### config.mk
export PLATFORM = sky130hd
export DESIGN_NAME = gpio_ports
export DESIGN_NICKNAME = d
export VERILOG_FILES = /design/src/pkg/gpio_pkg.sv /design/src/rtl/pin_sync.sv /design/src/rtl/gpio_ports.sv
export SDC_FILE = /design/constraint.sdc
export NUM_CORES = 1
export LEC_CHECK = 0
export BUFFER_PORTS_ARGS = -buffer_cell sky130_fd_sc_hd__buf_2
export CORE_MARGIN = 5
export CORE_UTILIZATION = 55
export DETAILED_ROUTE_END_ITERATION = 16
export HOLD_SLACK_MARGIN = 0.12
export PLACE_DENSITY = 0.8
export SYNTH_ARGS = -nofsm -noshare
export SYNTH_HDL_FRONTEND = slang
export SYNTH_SLANG_ARGS = --single-unit
### constraint.sdc
create_clock -name mclk -period 1.7 [get_ports mclk]
set_input_delay 0.17 -clock mclk [delete_from_list [all_inputs] [get_ports mclk]]
set_output_delay 0.17 -clock mclk [all_outputs]
set_load 0.05 [all_outputs]
### src/pkg/gpio_pkg.sv
`default_nettype none

package gpio_pkg;

   // ==========================================================
   // Register offsets in I/O space
   localparam logic [7:0] OFF_PORT_D_PIN_LEVELS = 8'h10;
   localparam logic [7:0] OFF_PORT_D_DIRECTION = 8'h11;
   localparam logic [7:0] OFF_PORT_D_OUTPUT_LATCH = 8'h12;
   localparam logic [7:0] OFF_PORT_C_PIN_LEVELS = 8'h13;
   localparam logic [7:0] OFF_PORT_C_DIRECTION = 8'h14;
   localparam logic [7:0] OFF_PORT_C_OUTPUT_LATCH = 8'h15;
   localparam logic [7:0] OFF_PORT_B_PIN_LEVELS = 8'h16;
   localparam logic [7:0] OFF_PORT_B_DIRECTION = 8'h17;
   localparam logic [7:0] OFF_PORT_B_OUTPUT_LATCH = 8'h18;
   localparam logic [7:0] OFF_PORT_A_PIN_LEVELS = 8'h19;
   localparam logic [7:0] OFF_PORT_A_DIRECTION = 8'h1A;
   localparam logic [7:0] OFF_PORT_A_OUTPUT_LATCH = 8'h1B;

   // Distance from an I/O address to its data-memory alias
   localparam logic [7:0] DATA_SPACE_OFFSET = 8'h20;
   // Addresses per port
   localparam logic [7:0] REGS_PER_PORT = 8'h03;

   // ==========================================================
   // Register kinds within one port, and port indices
   localparam logic [1:0] KIND_PINS = 2'h0;
   localparam logic [1:0] KIND_DIR = 2'h1;
   localparam logic [1:0] KIND_LATCH = 2'h2;
   localparam logic [1:0] PORT_A_IDX = 2'h0;
   localparam logic [1:0] PORT_B_IDX = 2'h1;
   localparam logic [1:0] PORT_C_IDX = 2'h2;
   localparam logic [1:0] PORT_D_IDX = 2'h3;

   // ==========================================================
   // Reset and default values
   localparam logic [7:0] DIR_RESET = 8'h00;
   localparam logic [7:0] LATCH_RESET = 8'h00;
   localparam logic [7:0] READ_UNMAPPED = 8'h00;

   // ==========================================================
   // Alternate-function bit positions
   localparam int B_T0_BIT = 0;
   localparam int B_T1_BIT = 1;
   localparam int B_SELECT_BIT = 4;
   localparam int B_MOSI_BIT = 5;
   localparam int B_MISO_BIT = 6;
   localparam int B_SCK_BIT = 7;
   localparam int D_RX_BIT = 0;
   localparam int D_TX_BIT = 1;
   localparam int D_IRQ0_BIT = 2;
   localparam int D_IRQ1_BIT = 3;
   localparam int D_CMPA_BIT = 5;

   // ==========================================================
   // Carriers
   typedef struct packed {
      logic [7:0] d;
      logic [7:0] c;
      logic [7:0] b;
      logic [7:0] a;
   } port_bank_t;

   typedef logic [3:0][7:0] bank_arr_t;

   typedef struct packed {
      logic hit;
      logic [1:0] port;
      logic [1:0] kind;
   } decode_t;

   typedef struct packed {
      logic uart_tx_en;
      logic uart_tx_val;
      logic compare_a_en;
      logic compare_a_val;
      logic spi_mosi_en;
      logic spi_mosi_val;
      logic spi_miso_en;
      logic spi_miso_val;
      logic spi_sck_en;
      logic spi_sck_val;
   } alt_drive_t;

   typedef struct packed {
      logic timer_zero_count_input;
      logic timer_one_count_input;
      logic spi_select_in;
      logic spi_mosi_in;
      logic spi_miso_in;
      logic spi_sck_in;
      logic uart_rx_in;
      logic external_irq_zero;
      logic external_irq_one;
   } alt_sense_t;

endpackage

`default_nettype wire

### src/rtl/pin_sync.sv
`default_nettype none

module pin_sync
   import gpio_pkg::*;
(
   input wire logic mclk,
   input wire logic rstn,
   input wire port_bank_t pin_in,
   output port_bank_t pin_level
);

   port_bank_t meta_r;
   port_bank_t level_r;

   // ==========================================================
   // Two-stage synchroniser; first stage feeds only the second
   always_ff @(posedge mclk) begin
      if (!rstn) begin
         meta_r <= '0;
         level_r <= '0;
      end else begin
         meta_r <= pin_in;
         level_r <= meta_r;
      end
   end

   assign pin_level = level_r;

endmodule

`default_nettype wire

### src/rtl/gpio_ports.sv
// Operation
// - Direction bit one makes the pin an output, zero an input.
// - Output pins drive push-pull to their latch bit level.
// - Third-port input pins float; their latch bit has no effect.
// - Pull-up on only while pin is input and its latch bit is one.
// - Second and fourth ports have no pull-ups; inputs stay floating.
// - Reset floats every pin at once, without needing the clock.
// - Reading a data register returns the output latch, not pins.
// - Reading the input-pins address returns pin levels after the two-stage synchroniser.
// - Input-pins address is read-only; data and direction are read/write.
// - Three addresses per port, also mirrored 0x20 higher in memory.
// - Second port bits double as timer inputs and serial-peripheral pins.
// - Fourth port bits double as UART, external interrupts, compare output.
`default_nettype none

module gpio_ports
   import gpio_pkg::*;
(
   input wire logic mclk,
   input wire logic rstn,
   input wire logic [7:0] io_addr,
   input wire logic mem_space,
   input wire logic io_wr,
   input wire logic io_rd,
   input wire logic [7:0] io_wdata,
   output logic [7:0] io_rdata,
   input wire port_bank_t pin_in,
   output port_bank_t pin_out,
   output port_bank_t pin_oe,
   output logic [7:0] pullup_en,
   input wire alt_drive_t alt_drive,
   output alt_sense_t alt_sense
);

   // ==========================================================
   // Helper functions

   // Address decode shared by the write and read paths
   function automatic decode_t decode(input logic [7:0] addr,
                                      input logic mem);
      decode_t d;
      logic [7:0] a;
      logic [7:0] idx;
      logic [7:0] grp;
      logic [7:0] rem;
      d = '0;
      a = mem ? addr - DATA_SPACE_OFFSET : addr;
      idx = a - OFF_PORT_D_PIN_LEVELS;
      grp = idx / REGS_PER_PORT;
      rem = idx % REGS_PER_PORT;
      d.hit = (a >= OFF_PORT_D_PIN_LEVELS) &&
              (a <= OFF_PORT_A_OUTPUT_LATCH) &&
              !(mem && (addr < DATA_SPACE_OFFSET));
      d.port = PORT_D_IDX - grp[1:0];
      d.kind = rem[1:0];
      return d;
   endfunction

   // Select a peripheral level in place of the latch level
   function automatic logic pick(input logic latch_bit,
                                 input logic en,
                                 input logic val);
      return en ? val : latch_bit;
   endfunction

   // ==========================================================
   // Storage and decode

   bank_arr_t dir_r;
   bank_arr_t latch_r;
   bank_arr_t out_r;
   bank_arr_t out_nxt;
   logic [7:0] pullup_r;
   logic [7:0] rdata_r;
   logic [7:0] rdata_nxt;
   port_bank_t level_s;
   bank_arr_t level_arr;
   decode_t wr_dec;
   decode_t rd_dec;

   assign wr_dec = decode(io_addr, mem_space);
   assign rd_dec = decode(io_addr, mem_space);
   assign level_arr = bank_arr_t'(level_s);

   // Pin levels brought into the clock domain
   pin_sync u_sync (
      .mclk(mclk),
      .rstn(rstn),
      .pin_in(pin_in),
      .pin_level(level_s)
   );

   // ==========================================================
   // Direction registers; cleared without the clock on reset
   always_ff @(posedge mclk or negedge rstn) begin
      if (!rstn) begin
         dir_r <= {4{DIR_RESET}};
      end else if (io_wr && wr_dec.hit && wr_dec.kind == KIND_DIR) begin
         dir_r[wr_dec.port] <= io_wdata;
      end
   end

   // Output latch registers
   always_ff @(posedge mclk) begin
      if (!rstn) begin
         latch_r <= {4{LATCH_RESET}};
      end else if (io_wr && wr_dec.hit &&
                   wr_dec.kind == KIND_LATCH) begin
         latch_r[wr_dec.port] <= io_wdata;
      end
   end

   // ==========================================================
   // Drive levels: latch, with peripheral outputs substituted
   always_comb begin
      out_nxt = latch_r;
      out_nxt[PORT_D_IDX][D_TX_BIT] = pick(latch_r[PORT_D_IDX][D_TX_BIT],
         alt_drive.uart_tx_en, alt_drive.uart_tx_val);
      out_nxt[PORT_D_IDX][D_CMPA_BIT] =
         pick(latch_r[PORT_D_IDX][D_CMPA_BIT],
         alt_drive.compare_a_en, alt_drive.compare_a_val);
      out_nxt[PORT_B_IDX][B_MOSI_BIT] =
         pick(latch_r[PORT_B_IDX][B_MOSI_BIT],
         alt_drive.spi_mosi_en, alt_drive.spi_mosi_val);
      out_nxt[PORT_B_IDX][B_MISO_BIT] =
         pick(latch_r[PORT_B_IDX][B_MISO_BIT],
         alt_drive.spi_miso_en, alt_drive.spi_miso_val);
      out_nxt[PORT_B_IDX][B_SCK_BIT] =
         pick(latch_r[PORT_B_IDX][B_SCK_BIT],
         alt_drive.spi_sck_en, alt_drive.spi_sck_val);
   end

   // Registered drive level; enable alone decides whether it reaches the pin
   always_ff @(posedge mclk) begin
      if (!rstn) begin
         out_r <= {4{LATCH_RESET}};
      end else begin
         out_r <= out_nxt;
      end
   end

   // ==========================================================
   // Pull-up on the first port only; other ports have none
   always_ff @(posedge mclk or negedge rstn) begin
      if (!rstn) begin
         pullup_r <= DIR_RESET;
      end else begin
         pullup_r <= ~dir_r[PORT_A_IDX] & latch_r[PORT_A_IDX];
      end
   end

   // ==========================================================
   // Read path; the pins address returns synchronised levels
   always_comb begin
      rdata_nxt = READ_UNMAPPED;
      if (rd_dec.hit) begin
         unique case (rd_dec.kind)
            KIND_PINS: rdata_nxt = level_arr[rd_dec.port];
            KIND_DIR: rdata_nxt = dir_r[rd_dec.port];
            KIND_LATCH: rdata_nxt = latch_r[rd_dec.port];
            default: rdata_nxt = READ_UNMAPPED;
         endcase
      end
   end

   // Read data register, updated on each read strobe
   always_ff @(posedge mclk) begin
      if (!rstn) begin
         rdata_r <= READ_UNMAPPED;
      end else if (io_rd) begin
         rdata_r <= rdata_nxt;
      end
   end

   // ==========================================================
   // Outputs; the enable follows the direction bit directly
   assign io_rdata = rdata_r;
   assign pin_oe = port_bank_t'(dir_r);
   assign pin_out = port_bank_t'(out_r);
   assign pullup_en = pullup_r;

   // Synchronised levels handed to the peripherals
   assign alt_sense.timer_zero_count_input = level_s.b[B_T0_BIT];
   assign alt_sense.timer_one_count_input = level_s.b[B_T1_BIT];
   assign alt_sense.spi_select_in = level_s.b[B_SELECT_BIT];
   assign alt_sense.spi_mosi_in = level_s.b[B_MOSI_BIT];
   assign alt_sense.spi_miso_in = level_s.b[B_MISO_BIT];
   assign alt_sense.spi_sck_in = level_s.b[B_SCK_BIT];
   assign alt_sense.uart_rx_in = level_s.d[D_RX_BIT];
   assign alt_sense.external_irq_zero = level_s.d[D_IRQ0_BIT];
   assign alt_sense.external_irq_one = level_s.d[D_IRQ1_BIT];

   // ==========================================================
   // Checks

   // Direction write shows on the enables one edge later
   property p_dir_write_enables;
      @(posedge mclk) disable iff (!rstn)
      (io_wr && !mem_space && io_addr == OFF_PORT_D_DIRECTION)
         |-> ##1 pin_oe.d == $past(io_wdata);
   endproperty
   a_dir_write_enables:
      assert property (p_dir_write_enables)
      else $error("direction write did not reach pin enables");

   // Port C drives its latch two edges after it was written
   property p_latch_drives_pin;
      @(posedge mclk) disable iff (!rstn)
      (io_wr && ((!mem_space && io_addr == OFF_PORT_C_OUTPUT_LATCH) ||
         (mem_space &&
         io_addr == OFF_PORT_C_OUTPUT_LATCH + DATA_SPACE_OFFSET)))
         ##1 (!io_wr) |-> ##1 pin_out.c == $past(io_wdata, 2);
   endproperty
   a_latch_drives_pin:
      assert property (p_latch_drives_pin)
      else $error("latch value not driven on pins");

   // Port C pins written as inputs are never driven, whatever the latch
   property p_c_input_floats;
      @(posedge mclk) disable iff (!rstn)
      (io_wr && !mem_space && io_addr == OFF_PORT_C_DIRECTION)
         |-> ##1 (pin_oe.c & ~$past(io_wdata)) == 8'h00;
   endproperty
   a_c_input_floats:
      assert property (p_c_input_floats)
      else $error("port C input pin driven");

   // Pull-up follows input-and-latch-one one edge later
   property p_pullup_rule;
      @(posedge mclk) disable iff (!rstn)
      ##1 pullup_en ==
         ($past(~dir_r[PORT_A_IDX]) & $past(latch_r[PORT_A_IDX]));
   endproperty
   a_pullup_rule:
      assert property (p_pullup_rule)
      else $error("pull-up enable wrong");

   // Output selection turns the pull-up off
   property p_output_no_pullup;
      @(posedge mclk) disable iff (!rstn)
      (dir_r[PORT_A_IDX] == 8'hFF) ##1 (dir_r[PORT_A_IDX] == 8'hFF)
         |-> pullup_en == 8'h00;
   endproperty
   a_output_no_pullup:
      assert property (p_output_no_pullup)
      else $error("pull-up on while pin is an output");

   // In reset every pin is released
   property p_reset_floats;
      @(posedge mclk) disable iff (1'b0)
      !rstn |-> (pin_oe == '0) && (pullup_en == 8'h00);
   endproperty
   a_reset_floats:
      assert property (p_reset_floats)
      else $error("pin driven during reset");

   // Latch read returns the latch, not the pins
   property p_latch_read;
      @(posedge mclk) disable iff (!rstn)
      (io_rd && !mem_space && io_addr == OFF_PORT_B_OUTPUT_LATCH)
         |-> ##1 io_rdata == $past(latch_r[PORT_B_IDX]);
   endproperty
   a_latch_read:
      assert property (p_latch_read)
      else $error("latch read returned wrong value");

   // Pin read returns the level sampled three edges earlier
   property p_pin_read;
      @(posedge mclk) disable iff (!rstn)
      (io_rd && !mem_space && io_addr == OFF_PORT_C_PIN_LEVELS)
         ##1 $past(rstn, 3) |-> io_rdata == $past(pin_in.c, 3);
   endproperty
   a_pin_read:
      assert property (p_pin_read)
      else $error("pin read not the synchronised level");

   // Writing the pins address changes no stored state
   property p_pins_read_only;
      @(posedge mclk) disable iff (!rstn)
      (io_wr && !mem_space && io_addr == OFF_PORT_D_PIN_LEVELS)
         |-> ##1 (dir_r == $past(dir_r)) && (latch_r == $past(latch_r));
   endproperty
   a_pins_read_only:
      assert property (p_pins_read_only)
      else $error("write to pins address changed a register");

   // Data-memory alias reads the same direction register
   property p_alias_read;
      @(posedge mclk) disable iff (!rstn)
      (io_rd && mem_space &&
       io_addr == OFF_PORT_D_DIRECTION + DATA_SPACE_OFFSET)
         |-> ##1 io_rdata == $past(dir_r[PORT_D_IDX]);
   endproperty
   a_alias_read:
      assert property (p_alias_read)
      else $error("data-memory alias read wrong");

   // Timer count input is the pin level two edges late
   property p_timer_sense;
      @(posedge mclk) disable iff (!rstn)
      $past(rstn, 2) |->
         alt_sense.timer_zero_count_input == $past(pin_in.b[B_T0_BIT], 2);
   endproperty
   a_timer_sense:
      assert property (p_timer_sense)
      else $error("timer count input not synchronised pin");

   // UART transmit level replaces the latch on its pin
   property p_uart_drive;
      @(posedge mclk) disable iff (!rstn)
      alt_drive.uart_tx_en |->
         ##1 pin_out.d[D_TX_BIT] == $past(alt_drive.uart_tx_val);
   endproperty
   a_uart_drive:
      assert property (p_uart_drive)
      else $error("transmit level not on pin");

   // Data-space addresses below the alias window read as zero
   property p_unmapped_read;
      @(posedge mclk) disable iff (!rstn)
      (io_rd && mem_space && io_addr < DATA_SPACE_OFFSET)
         |-> ##1 io_rdata == READ_UNMAPPED;
   endproperty
   a_unmapped_read:
      assert property (p_unmapped_read)
      else $error("unmapped data-space read not zero");

   // Read data stands until the next read strobe
   property p_rdata_holds;
      @(posedge mclk) disable iff (!rstn)
      !io_rd |-> ##1 $stable(io_rdata);
   endproperty
   a_rdata_holds:
      assert property (p_rdata_holds)
      else $error("read data changed without a read");

   // Pin enables change only on a register write
   property p_dir_hold;
      @(posedge mclk) disable iff (!rstn)
      !io_wr |-> ##1 pin_oe == $past(pin_oe);
   endproperty
   a_dir_hold:
      assert property (p_dir_hold)
      else $error("pin enables changed without a write");

   // Port A latch written through its alias drives the pins
   property p_alias_write;
      @(posedge mclk) disable iff (!rstn)
      (io_wr && mem_space &&
       io_addr == OFF_PORT_A_OUTPUT_LATCH + DATA_SPACE_OFFSET)
         |-> ##2 pin_out.a == $past(io_wdata, 2);
   endproperty
   a_alias_write:
      assert property (p_alias_write)
      else $error("alias latch write not driven on pins");

endmodule

`default_nettype wire

# Yosys cells after proc, flatten, opt, wreduce, memory -nomap -nowiden
# Cells that the tools add are included.
[classes]
n_mux = 18
n_reduce_logical = 9
n_bitwise = 2
magnitude_cmp = 5
n_addsub = 3
eq_ne = 2
n_div = 2
[op_table]
columns = ["op", "n"]
rows = [
  ["$bwmux W32", 2],
  ["$bmux W8 S2", 3],
  ["$mux W8", 6],
  ["$pmux W8 S3", 1],
  ["$demux W8 S2", 1],
  ["$and A8 B8 Y8", 1],
  ["$div A8 B2 Y8 const B", 1],
  ["$ge A8 B5 Y1 const B", 1],
  ["$le A8 B5 Y1 const B", 1],
  ["$lt A8 B6 Y1 const B", 1],
  ["$mod A8 B2 Y8 const B", 1],
  ["$not A8 Y8", 1],
  ["$sub A8 B5 Y8 const B", 1],
  ["$sub A8 B6 Y8 const B", 1],
  ["$logic_and A1 B1 Y1", 7],
  ["$mux W1", 5],
  ["$lt A2 B3 Y1 const B", 1],
  ["$eq A2 B1 Y1 const B", 1],
  ["$eq A2 B2 Y1 const B", 1],
  ["$ge A2 B1 Y1 const B", 1],
  ["$logic_not A2 Y1", 1],
  ["$sub A2 B2 Y2 const A", 1],
  ["$logic_not A1 Y1", 1],
]
[word_totals]
reg_bits = 176
input_bits = 63
output_inout_bits = 89
wordCells = 63

# Logic depth before layout (Yosys ltp)
# Gate-level depths: netlist of run 1.
[depth]
ltp_word = 10
mapped_depth = 29
depth_no_buf = 26

# Hierarchy
# A second synthesis of run 1 with hierarchy kept.
[hier_totals]
cells_unflattened = 748
hier_area_um2 = 7611.0
[modules_own_cells]
columns = ["mod", "cells_per_inst", "instances", "area_per_inst_um2"]
rows = [
  ["gpio_ports", 614, 1, 5819.3],
  ["pin_sync", 134, 1, 1791.7],
]

# Worst setup path after synthesis of run 1
# OpenSTA, ideal clock, no wires.
[synth_path]
kind = "in2reg"
start = "in mem_space"
end = "reg rdata_r[0] (netlist: io_rdata[0])"
path_buffers = 3
path_slack_ps = -3609
arrival_ps = 5191
setup_time_ps = 119
path_stages = 25
cell_sequence = "buf_6 -> xnor2_1 -> ha_1 -> xor3_1 -> or3_1 -> and4_4 -> o211ai_2 -> a21oi_1 -> ha_1 -> nor2b_1 -> inv_1 -> a21oi_1 -> o221a_2 -> a32oi_2 -> nand3_2 -> xnor2_1 -> ha_1 -> nor3_1 -> mux2i_4 -> a22o_1 -> buf_6 -> buf_6 -> a211oi_1 -> o32ai_1 -> o221a_2"
[synth_between]
elab_chain_cells = 8
[synth_rtl]
columns = ["item", "line", "rtl"]
rows = [
  ["start, declared", "gpio_ports.sv:22", "input wire logic mem_space,"],
  ["$mux W8", "gpio_ports.sv:47", "a = mem ? addr - DATA_SPACE_OFFSET : addr;"],
  ["$sub A8 B5 Y8", "gpio_ports.sv:48", "idx = a - OFF_PORT_D_PIN_LEVELS;"],
  ["$div A8 B2 Y8", "gpio_ports.sv:49", "grp = idx / REGS_PER_PORT;"],
  ["$sub A2 B2 Y2", "gpio_ports.sv:54", "d.port = PORT_D_IDX - grp[1:0];"],
  ["$bmux W8 S2, on equally long branches", "gpio_ports.sv:160, gpio_ports.sv:158, gpio_ports.sv:159", ""],
  ["$mux W8, on equally long branches", "gpio_ports.sv:160, gpio_ports.sv:158, gpio_ports.sv:159", ""],
  ["$pmux W8 S3", "gpio_ports.sv:157", "unique case (rd_dec.kind)"],
  ["$mux W8 (*)", "gpio_ports.sv:156", "if (rd_dec.hit) begin"],
  ["end signal, assigned", "gpio_ports.sv:171", "rdata_r <= rdata_nxt;"],
  ["end, declared", "gpio_ports.sv:74", "logic [7:0] rdata_r;"],
]
# Every way passes the cells marked *; elsewhere a longest branch is shown, timed or not. The select of a mux whose other input is x is not followed.
# A chain may end at the register's enable or synchronous reset.

# Final worst setup path of run 1
[layout_path]
start = "in io_addr[5]"
end = "reg dir_r, in the netlist pin_oe[9]"
[layout_between]
elab_chain_cells = 10
[layout_rtl]
columns = ["item", "line", "rtl"]
rows = [
  ["start, declared", "gpio_ports.sv:21", "input wire logic [7:0] io_addr,"],
  ["$sub A8 B6 Y8", "gpio_ports.sv:47", ""],
  ["$mux W8", "gpio_ports.sv:47", ""],
  ["$sub A8 B5 Y8", "gpio_ports.sv:48", ""],
  ["$div A8 B2 Y8", "gpio_ports.sv:49", ""],
  ["$sub A2 B2 Y2", "gpio_ports.sv:54", ""],
  ["$lt A2 B3 Y1 (implied by the code) / $ge A2 B1 Y1 (equally long branches)", "gpio_ports.sv:99", "dir_r[wr_dec.port] <= io_wdata;"],
  ["$logic_and A1 B1 Y1 (implied by the code)", "gpio_ports.sv:99", ""],
  ["$mux W8 (implied by the code)", "gpio_ports.sv:99", ""],
  ["$demux W8 S2", "gpio_ports.sv:99", ""],
  ["$bwmux W32", "gpio_ports.sv:99", ""],
  ["end signal, assigned", "gpio_ports.sv:97", "dir_r <= {4{DIR_RESET}};"],
  ["end signal, assigned by index", "gpio_ports.sv:99", ""],
  ["end, declared", "gpio_ports.sv:69", "bank_arr_t dir_r;"],
]
# Parallel ways exist; a longest one is shown, timed or not.

==> results.sh, run 1 <==
export IMPL_port_buffers=151
export IMPL_violations="setup timing"
export IMPL_overflow=0
export IMPL_ys_async_sr_fraction_pct=22.7
export IMPL_endpoint_kind="flop"
export IMPL_grt_usage_pct=28.4
export IMPL_post_drt_wl_per_cell_um=21.0
export IMPL_drt_first_pass_iters=5
export IMPL_gp_congestion=0.860
export IMPL_ff_latch_area_mm2=0.00372
export IMPL_dr_first_iter_drc_count=897
export IMPL_drive_above_1_share_pct=44.2
export IMPL_slowest_stage="mux2_4"
export IMPL_start_kind="primary input"
export IMPL_critical_path_arrival_ps=5150
export IMPL_grt_pass1_vias=7105
export IMPL_netSwitchingPower_mw=4.85
export IMPL_clock_skew_final_ps=8.77
export IMPL_syn_num_nets=812
export IMPL_fin_tns_setup_ps=-215310
export IMPL_layout_cells_non_filler=1216
export IMPL_routed_via_density=6.04
export IMPL_path_common_cell="buf_6"
export IMPL_dieArea_mm2=0.0165
export IMPL_maxCapViolations=0
export IMPL_synth_cells=744
export IMPL_dp_cells=1107
export IMPL_rsz0062_at_grt="yes"
export IMPL_start_util_pct=56.0
export IMPL_drt_wl_total_um=25600
export IMPL_root_buffer="clkbuf_16"
export IMPL_power_frac_comb_pct=35.8
export IMPL_slew_headroom_pct=67.8
export IMPL_slowest_delay_ps=350
export IMPL_synth_edf_count=0
export IMPL_yosysSeqAreaShare_pct=48.1
export IMPL_cp_max_fo=8
export IMPL_fin_crit_sh_pct=284
export IMPL_yosys_warnings=0
export IMPL_swShare_pct=36.3
export IMPL_max_freq_mhz=207
export IMPL_fill_cells=704
export IMPL_sequentialPowerShare_pct=34.7
export IMPL_vias=7342
export IMPL_ir_worst_vdd_v=0.000798
export IMPL_synthesis_area_mm2=0.00774
export IMPL_dpl_hpwl_um=14500
export IMPL_die_w_um=129
export IMPL_clk_latency_ps=440
export IMPL_synthDistinctLibCells=78
export IMPL_drtAntennaViolNets=0
export IMPL_status="finished with violations"
export IMPL_area_growth_pct=45.3
export IMPL_syn_avg_cell_area_um2=10.4
export IMPL_cts_sinks=176
export IMPL_dp_slack_ps=-3710
export IMPL_cts_tree="done"
export IMPL_grt_pass1_wl_um=37300
export IMPL_p_leak_nw=5.18
export IMPL_ys_flop_type="dfxtp_1"
export IMPL_pwr_density_cell_mw_per_mm2=1190
export IMPL_clockBufferDepth=2
export IMPL_multiInputGateArea_mm2=0.00412
export IMPL_htreeDepth=4
export IMPL_crit_required_ps=2020
export IMPL_holdWs_ps=188
export IMPL_tightest_slew_ps=482
export IMPL_period_minus_slack_ps=4820
export IMPL_cts_inserted_buffers=17
export IMPL_critical_path_class="in2reg"
export IMPL_fp_coreArea_mm2=0.0138
export IMPL_finalSetupViolCount=72
export IMPL_crit_buf_inv=7
export IMPL_n_antenna_cell=0
export IMPL_final_hold_violation_count=0
export IMPL_io_pins=152
export IMPL_ys_ff_latch=176
export IMPL_fin_ws_ps=-3120
export IMPL_power_total_mw=13.3
export IMPL_final_max_slew_violation_count=0
export IMPL_path_clk_slew_ps=70
export IMPL_critPathTopFamily="compound AO/OA/AOI/OAI gates"
export IMPL_nets=1091
export IMPL_die_h_um=129
export IMPL_antenna_found_initial=0
export IMPL_hp_class="in2async"
export IMPL_p_int_mw=8.50
export IMPL_drc=0
export IMPL_grt_max_degree=42
export IMPL_num_rows=43
export IMPL_clock_power_share_pct=29.5
==> cells in the mapped netlist (all sizes together), types with 3 or more instances <==
library cell / n / share of area, %
a211oi: 28 / 2.7
a21o: 3 / 0.29
a21oi: 15 / 0.97
a221oi: 29 / 3.3
and2: 76 / 6.2
and3: 6 / 0.55
buf: 26 / 2.4
clkbuf: 33 / 1.6
dfrtp: 40 / 13
dfxtp: 136 / 35
ha: 5 / 0.81
inv: 64 / 3.1
mux2: 41 / 6.0
mux2i: 41 / 5.6
nand2: 47 / 2.4
nand3: 12 / 1.3
nand4: 7 / 0.76
nor2: 24 / 1.3
nor2b: 10 / 0.81
nor3: 7 / 0.66
o2111ai: 3 / 0.34
o211ai: 4 / 0.52
o21ai: 17 / 1.1
o221a: 8 / 1.2
o22ai: 3 / 0.32
o31a: 3 / 0.34
o32ai: 14 / 1.6
or4: 3 / 0.29
==> cells by family after synthesis <==
group                      synth area share [%]
AOI/OAI and AO/OA                          15.8
adders and majority gates                 0.809
buffers and inverters                      7.12
muxes                                      12.2
and+or+nand+nor                            15.4
xor gates and xnor gates                  0.534
DFF                                        48.1
==> final cells by class <==
cell class / instances / area share, %
multi-input cells: 445 / 36.6
repair buffers: 319 / 20.7
clock buffers: 17 / 3.78
flip-flops and latches: 176 / 33.1
inverters: 64 / 2.27
well taps: 180 / 2.00
clock inverters: 15 / 1.50
==> worst paths after layout <==
path | startpoint | to | slack, ps | depth (start not counted)
max in group asynchronous | rstn | pin_oe[28] | 710 | 4
worst min register to register | u_sync.meta_r[17] | u_sync.pin_level[17] | 430 | 1
worst max register to register | pin_oe[27] | io_rdata[3] | 120 | 5
min in group mclk | io_rd | io_rdata[2] | 380 | 4
worst max-delay path | io_addr[5] | pin_oe[9] | -3120 | 30
worst min-delay path | rstn | pullup_en[5] | 190 | 2
==> what timing repair did <==
item                       in CTS  in global routing
hold endpoints to repair      121                  0
pin swaps                      29                 32
setup endpoints to repair      72                 72
gates resized for setup        75                 46
setup buffers                  20                 10
hold buffers                   51                  0
==> power groups by stage <==
stage	clock (mW)	combinational [mW]	sequential, mW
floorplan	0	1.84	5.20
global placement	0	3.47	4.67
detailed placement	0	3.54	4.67
CTS	3.95	4.20	4.59
global route	4.16	4.92	4.64
finish	3.94	4.78	4.63
==> metal layers <==
metal  part of all wire (%)  track usage (%)
met1                     37             35.1
met4                    4.6             11.2
met3                    9.8             8.01
met2                     48             47.3
met5                      0                0
==> registers in the layout, summed over array words and instances (netlist names) <==
| register | flops |
|---|---|
| io_rdata | 8 |
| pin_oe | 32 |
| u_sync.meta_r | 32 |
| latch_r | 32 |
| pullup_en | 8 |
| pin_out | 32 |
| u_sync.pin_level | 32 |
==> placed cells by master, fill, tap and decap left out, drive strengths merged, types with 4 or more instances in the layout <==
cell type,Yosys,layout
o211ai,4,4
buf,26,267
a221oi,29,29
nor3,7,7
a21oi,15,15
nand2,47,47
mux2,41,41
dlygate4sd3,0,51
and2,76,76
ha,5,5
o21ai,17,17
dfrtp,40,40
nor2b,10,10
and3,6,6
mux2i,41,41
o221a,8,8
nand4,7,7
nor2,24,24
inv,64,72
a211oi,28,28
nand3,12,12
o32ai,14,14
clkbuf,33,18
dfxtp,136,136
==> through the flow <==
step / area [µm²] / utilization [%]
4_1_cts: 10900 / 79.0
2_1_floorplan: 7910 / -
3_5_place_dp: 9350 / 67.6
3_3_place_gp: 9350 / 67.6
6_report: 11200 / 81.3
5_1_grt: 11200 / 81.3
Power figures use the tool's default switching activity.
==> inputs of run 2 (changes only) <==
- MAX_ROUTING_LAYER: default -> met4
==> results.sh, run 2 (synthesis gave the netlist of run 1 again) <==
export IMPL_p_leak_nw=5.34
export IMPL_hp_class="in2async"
export IMPL_layout_commonest_cell="buf_2"
export IMPL_clockBufferDepth=2
export IMPL_holdWs_ps=173
export IMPL_overflow=0
export IMPL_path_clk_slew_ps=70
export IMPL_endpoint_kind="flop"
export IMPL_grt_pass1_vias=7527
export IMPL_crit_start="io_addr[6]"
export IMPL_dp_slack_ps=-3670
export IMPL_timing_rr_start="pin_oe[25]"
export IMPL_num_rows=43
export IMPL_die_h_um=129
export IMPL_clk_latency_ps=440
export IMPL_cts_tree="done"
export IMPL_crit_end="io_rdata[1]"
export IMPL_fin_tns_setup_ps=-235130
export IMPL_htreeDepth=4
export IMPL_ir_worst_vdd_v=0.00118
export IMPL_reg2reg_to="io_rdata[1]"
export IMPL_clock_skew_final_ps=11.7
export IMPL_grt_max_degree=51
export IMPL_maxCapViolations=0
export IMPL_fill_cells=609
export IMPL_multiInputGateArea_mm2=0.00442
export IMPL_grt_pass1_wl_um=40600
export IMPL_post_drt_wl_per_cell_um=25.4
export IMPL_drive_above_1_share_pct=48.3
export IMPL_fin_crit_sh_pct=310
export IMPL_vias=7939
export IMPL_drt_first_pass_iters=6
export IMPL_start_util_pct=56.0
export IMPL_routed_via_density=6.40
export IMPL_antenna_found_initial=1
export IMPL_status="finished with violations"
export IMPL_final_max_slew_violation_count=0
export IMPL_ff2ff_path_depth=5
export IMPL_fin_ws_ps=-3570
export IMPL_max_freq_mhz=190
export IMPL_critical_path_arrival_ps=5640
export IMPL_fp_coreArea_mm2=0.0138
export IMPL_pwr_density_cell_mw_per_mm2=1220
export IMPL_start_kind="primary input"
export IMPL_ff_latch_area_mm2=0.00372
export IMPL_dieArea_mm2=0.0165
export IMPL_area_growth_pct=51.8
export IMPL_violations="setup timing"
export IMPL_nets=1114
export IMPL_io_pins=152
export IMPL_gp_congestion=0.887
export IMPL_root_buffer="clkbuf_16"
export IMPL_cts_inserted_buffers=17
export IMPL_cp_max_fo=15
export IMPL_slew_headroom_pct=58.2
export IMPL_critical_path_class="in2reg"
export IMPL_drt_wl_total_um=31500
export IMPL_die_w_um=129
export IMPL_period_minus_slack_ps=5270
export IMPL_cts_sinks=176
export IMPL_layout_common_cells="buf_2, dfxtp_1, buf_4"
export IMPL_drc=0
export IMPL_finalSetupViolCount=72
export IMPL_tightest_slew_ps=627
export IMPL_port_buffers=151
export IMPL_crit_required_ps=2080
export IMPL_dpl_hpwl_um=14700
export IMPL_drtAntennaViolNets=0
export IMPL_rsz0062_at_grt="yes"
export IMPL_final_hold_violation_count=0
export IMPL_r2r_setup_slack_ps=-60
export IMPL_dr_first_iter_drc_count=1030
export IMPL_grt_usage_pct=32.4
[run 2: area by class of cell]
class,count,area share (%)
flip-flops and latches,176,31.7
clock inverters,13,1.12
clock buffers,19,3.86
inverters,64,2.15
diodes,1,0.0213
repair buffers,342,21.6
multi-input cells,445,37.6
well taps,180,1.92
[run 2: power breakdown]
group | internal, mW | switching [mW]
clock network | 2.12 | 1.77
logic | 2.30 | 3.42
registers | 4.38 | 0.302
[run 2: what timing repair did]
item,CTS,global route
setup endpoints to repair,72,72
cloned,3,0
gates resized for setup,94,68
pin swaps,36,25
hold buffers,51,0
buffers inserted,21,21
hold endpoints to repair,127,0
[run 2: worst max-delay path, cell delays in order]
cell and delay [ps]:
buf_4 140, inv_12 30, ha_4 230, and3_4 190
o211ai_1 390, nor4_2 120, a41o_1 280, nor4_4 410
o211ai_4 120, a21oi_2 150, ha_2 220, nor2b_4 50
inv_2 70, a21oi_2 40, o221a_2 140, a32oi_4 270
nand3_4 180, xnor2_4 180, ha_4 180, nor3_2 250
mux2i_4 130, buf_4 180, buf_6 190, a221oi_4 490
a211oi_4 80, o32ai_4 430, o221a_2 300
[run 2: routing by layer]
metal  up-vias  wire, µm  share of wire (%)  track usage (%)
met1      3703     11000                 35             38.0
li1       3244         -                  -                -
met2       715     14500                 46             52.4
met3       277      3360                 11             6.64
met4         0      2740                8.7             17.3
met5         -         0                  0                -
[run 2: worst min path at each step]
| stage | cells after the start | slack, ps | to | startpoint |
|---|---|---|---|---|
| after floorplan | 0 | -130 | pin_oe[0] | rstn |
| after global placement | 1 | 50 | pullup_en[7] | rstn |
| after detailed placement | 1 | 50 | pullup_en[7] | rstn |
| after CTS | 2 | 140 | pin_oe[31] | rstn |
| after global routing | 2 | 180 | pin_oe[31] | rstn |
| final | 2 | 170 | pin_oe[31] | rstn |
[run 2: per-stage QoR]
stage | cells | utilization [%] | area, µm² | total power [mW]
2_1_floorplan | 744 | - | 7910 | 7.03
4_1_cts | 1221 | 81.4 | 11300 | 13.1
3_3_place_gp | 1115 | 68.0 | 9400 | 8.18
5_1_grt | 1240 | 85.0 | 11700 | 14.6
3_5_place_dp | 1115 | 68.0 | 9400 | 8.24
6_report | 1240 | 85.0 | 11700 | 14.3
==> inputs of run 3 (changes only) <==
- CORE_ASPECT_RATIO: default -> 0.9
==> results.sh, run 3 (synthesis gave the netlist of run 1 again) <==
export IMPL_cp_max_fo=7
export IMPL_power_total_mw=14.6
export IMPL_start_util_pct=55.7
export IMPL_dpl_hpwl_um=14800
export IMPL_clk_latency_ps=440
export IMPL_area_growth_pct=53.1
export IMPL_slowest_stage="o211ai_1"
export IMPL_period_minus_slack_ps=5030
export IMPL_critical_path_class="in2reg"
export IMPL_num_rows=41
export IMPL_die_h_um=123
export IMPL_routed_via_density=6.44
export IMPL_clock_skew_final_ps=11.9
export IMPL_fill_cells=576
export IMPL_drt_first_pass_iters=6
export IMPL_crit_required_ps=2090
export IMPL_cts_inserted_buffers=17
export IMPL_overflow=0
export IMPL_slew_headroom_pct=66.1
export IMPL_fin_ws_ps=-3330
export IMPL_port_buffers=151
export IMPL_layout_commonest_cell="buf_2"
export IMPL_final_hold_violation_count=0
export IMPL_drc=0
export IMPL_path_clk_slew_ps=80
export IMPL_nets=1090
export IMPL_maxCapViolations=0
export IMPL_n_antenna_cell=0
export IMPL_finalSetupViolCount=72
export IMPL_cts_tree="done"
export IMPL_tightest_slew_ps=508
export IMPL_slowest_delay_ps=430
export IMPL_ir_worst_vdd_v=0.000976
export IMPL_io_pins=152
export IMPL_grt_pass1_vias=7762
export IMPL_vias=7903
export IMPL_start_kind="primary input"
export IMPL_die_w_um=135
export IMPL_drt_wl_total_um=31900
export IMPL_antenna_found_initial=0
export IMPL_endpoint_kind="flop"
export IMPL_critical_path_arrival_ps=5420
export IMPL_grt_pass1_wl_um=42900
export IMPL_status="finished with violations"
export IMPL_hp_class="in2async"
export IMPL_dieArea_mm2=0.0165
export IMPL_root_buffer="clkbuf_16"
export IMPL_htreeDepth=4
export IMPL_holdWs_ps=184
export IMPL_final_max_slew_violation_count=0
export IMPL_post_drt_wl_per_cell_um=26.0
export IMPL_violations="setup timing"
export IMPL_gp_congestion=0.882
export IMPL_drtAntennaViolNets=0
export IMPL_cts_sinks=176
export IMPL_pwr_density_cell_mw_per_mm2=1230
export IMPL_grt_max_degree=47
export IMPL_drive_above_1_share_pct=49.0
export IMPL_fin_crit_sh_pct=296
export IMPL_rsz0062_at_grt="yes"
export IMPL_dr_first_iter_drc_count=1412
export IMPL_grt_usage_pct=35.0
export IMPL_clockBufferDepth=2
export IMPL_layout_common_cells="buf_2, dfxtp_1, buf_4"
export IMPL_max_freq_mhz=199
export IMPL_p_leak_nw=5.32
export IMPL_fp_coreArea_mm2=0.0139
## run 3: power by group
part	leakage [nW]	internal, mW	switching (mW)	total [mW]
Combinational	3.35	2.27	3.49	5.76
Sequential	1.66	4.38	0.302	4.68
Clock	0.305	2.26	1.85	4.11
## run 3: worst paths after layout
path | startpoint | end | slack, ps | depth (start not counted)
worst max-delay path | io_addr[6] | io_rdata[6] | -3330 | 28
min in group mclk | io_rd | io_rdata[0] | 370 | 3
worst max register to register | pin_oe[29] | io_rdata[5] | 50 | 5
worst min register to register | u_sync.meta_r[10] | u_sync.pin_level[10] | 430 | 1
max in group asynchronous | rstn | pin_oe[28] | 980 | 3
worst min-delay path | rstn | pin_oe[15] | 180 | 2
## run 3: layout make-up
type | count | area, µm² | area share [%]
Multi-Input combinational cell | 445 | 4570 | 38.6
Inverter | 64 | 253 | 2.13
Clock inverter | 12 | 135 | 1.14
Timing Repair Buffer | 318 | 2440 | 20.6
Clock buffer | 20 | 479 | 4.05
Tap cell | 193 | 241 | 2.04
Sequential cell | 176 | 3720 | 31.4
## run 3: critical path, delay by kind of cell
kind | cells | cell delay, ps
AO/OA/AOI/OAI | 11 | 2630
AND/OR/NAND/NOR | 7 | 1150
adder cells (fa/ha/maj) | 3 | 650
XOR/XNOR | 1 | 190
multiplexers | 1 | 90
buffers and inverters | 5 | 520
## run 3: what timing repair did
action / CTS / global route
gates resized for setup: 144 / 55
hold endpoints to repair: 117 / 0
hold buffers: 51 / 0
setup buffers: 18 / 11
setup endpoints to repair: 72 / 72
pin swaps: 55 / 31
cloned: 2 / 1
## run 3: metal layers
| metal | up-vias | track usage (%) | wire length (µm) |
|---|---|---|---|
| li1 | 3196 | - | - |
| met1 | 3682 | 39.6 | 11400 |
| met2 | 753 | 55.6 | 14500 |
| met3 | 272 | 8.44 | 3420 |
| met4 | 0 | 22.8 | 2650 |
| met5 | - | - | 0 |
## run 3: stage by stage
| step | cell area [µm²] | TNS [ps] | std cells | util (%) | worst slack [ps] |
|---|---|---|---|---|---|
| 2_1_floorplan | 7910 | -227700 | 744 | - | -3340 |
| 3_3_place_gp | 9360 | -243430 | 1116 | 67.3 | -3500 |
| 3_5_place_dp | 9360 | -253400 | 1116 | 67.3 | -3640 |
| 4_1_cts | 11500 | -208420 | 1217 | 82.4 | -3020 |
| 5_1_grt | 11800 | -236990 | 1228 | 85.2 | -3460 |
| 6_report | 11800 | -229690 | 1228 | 85.2 | -3330 |
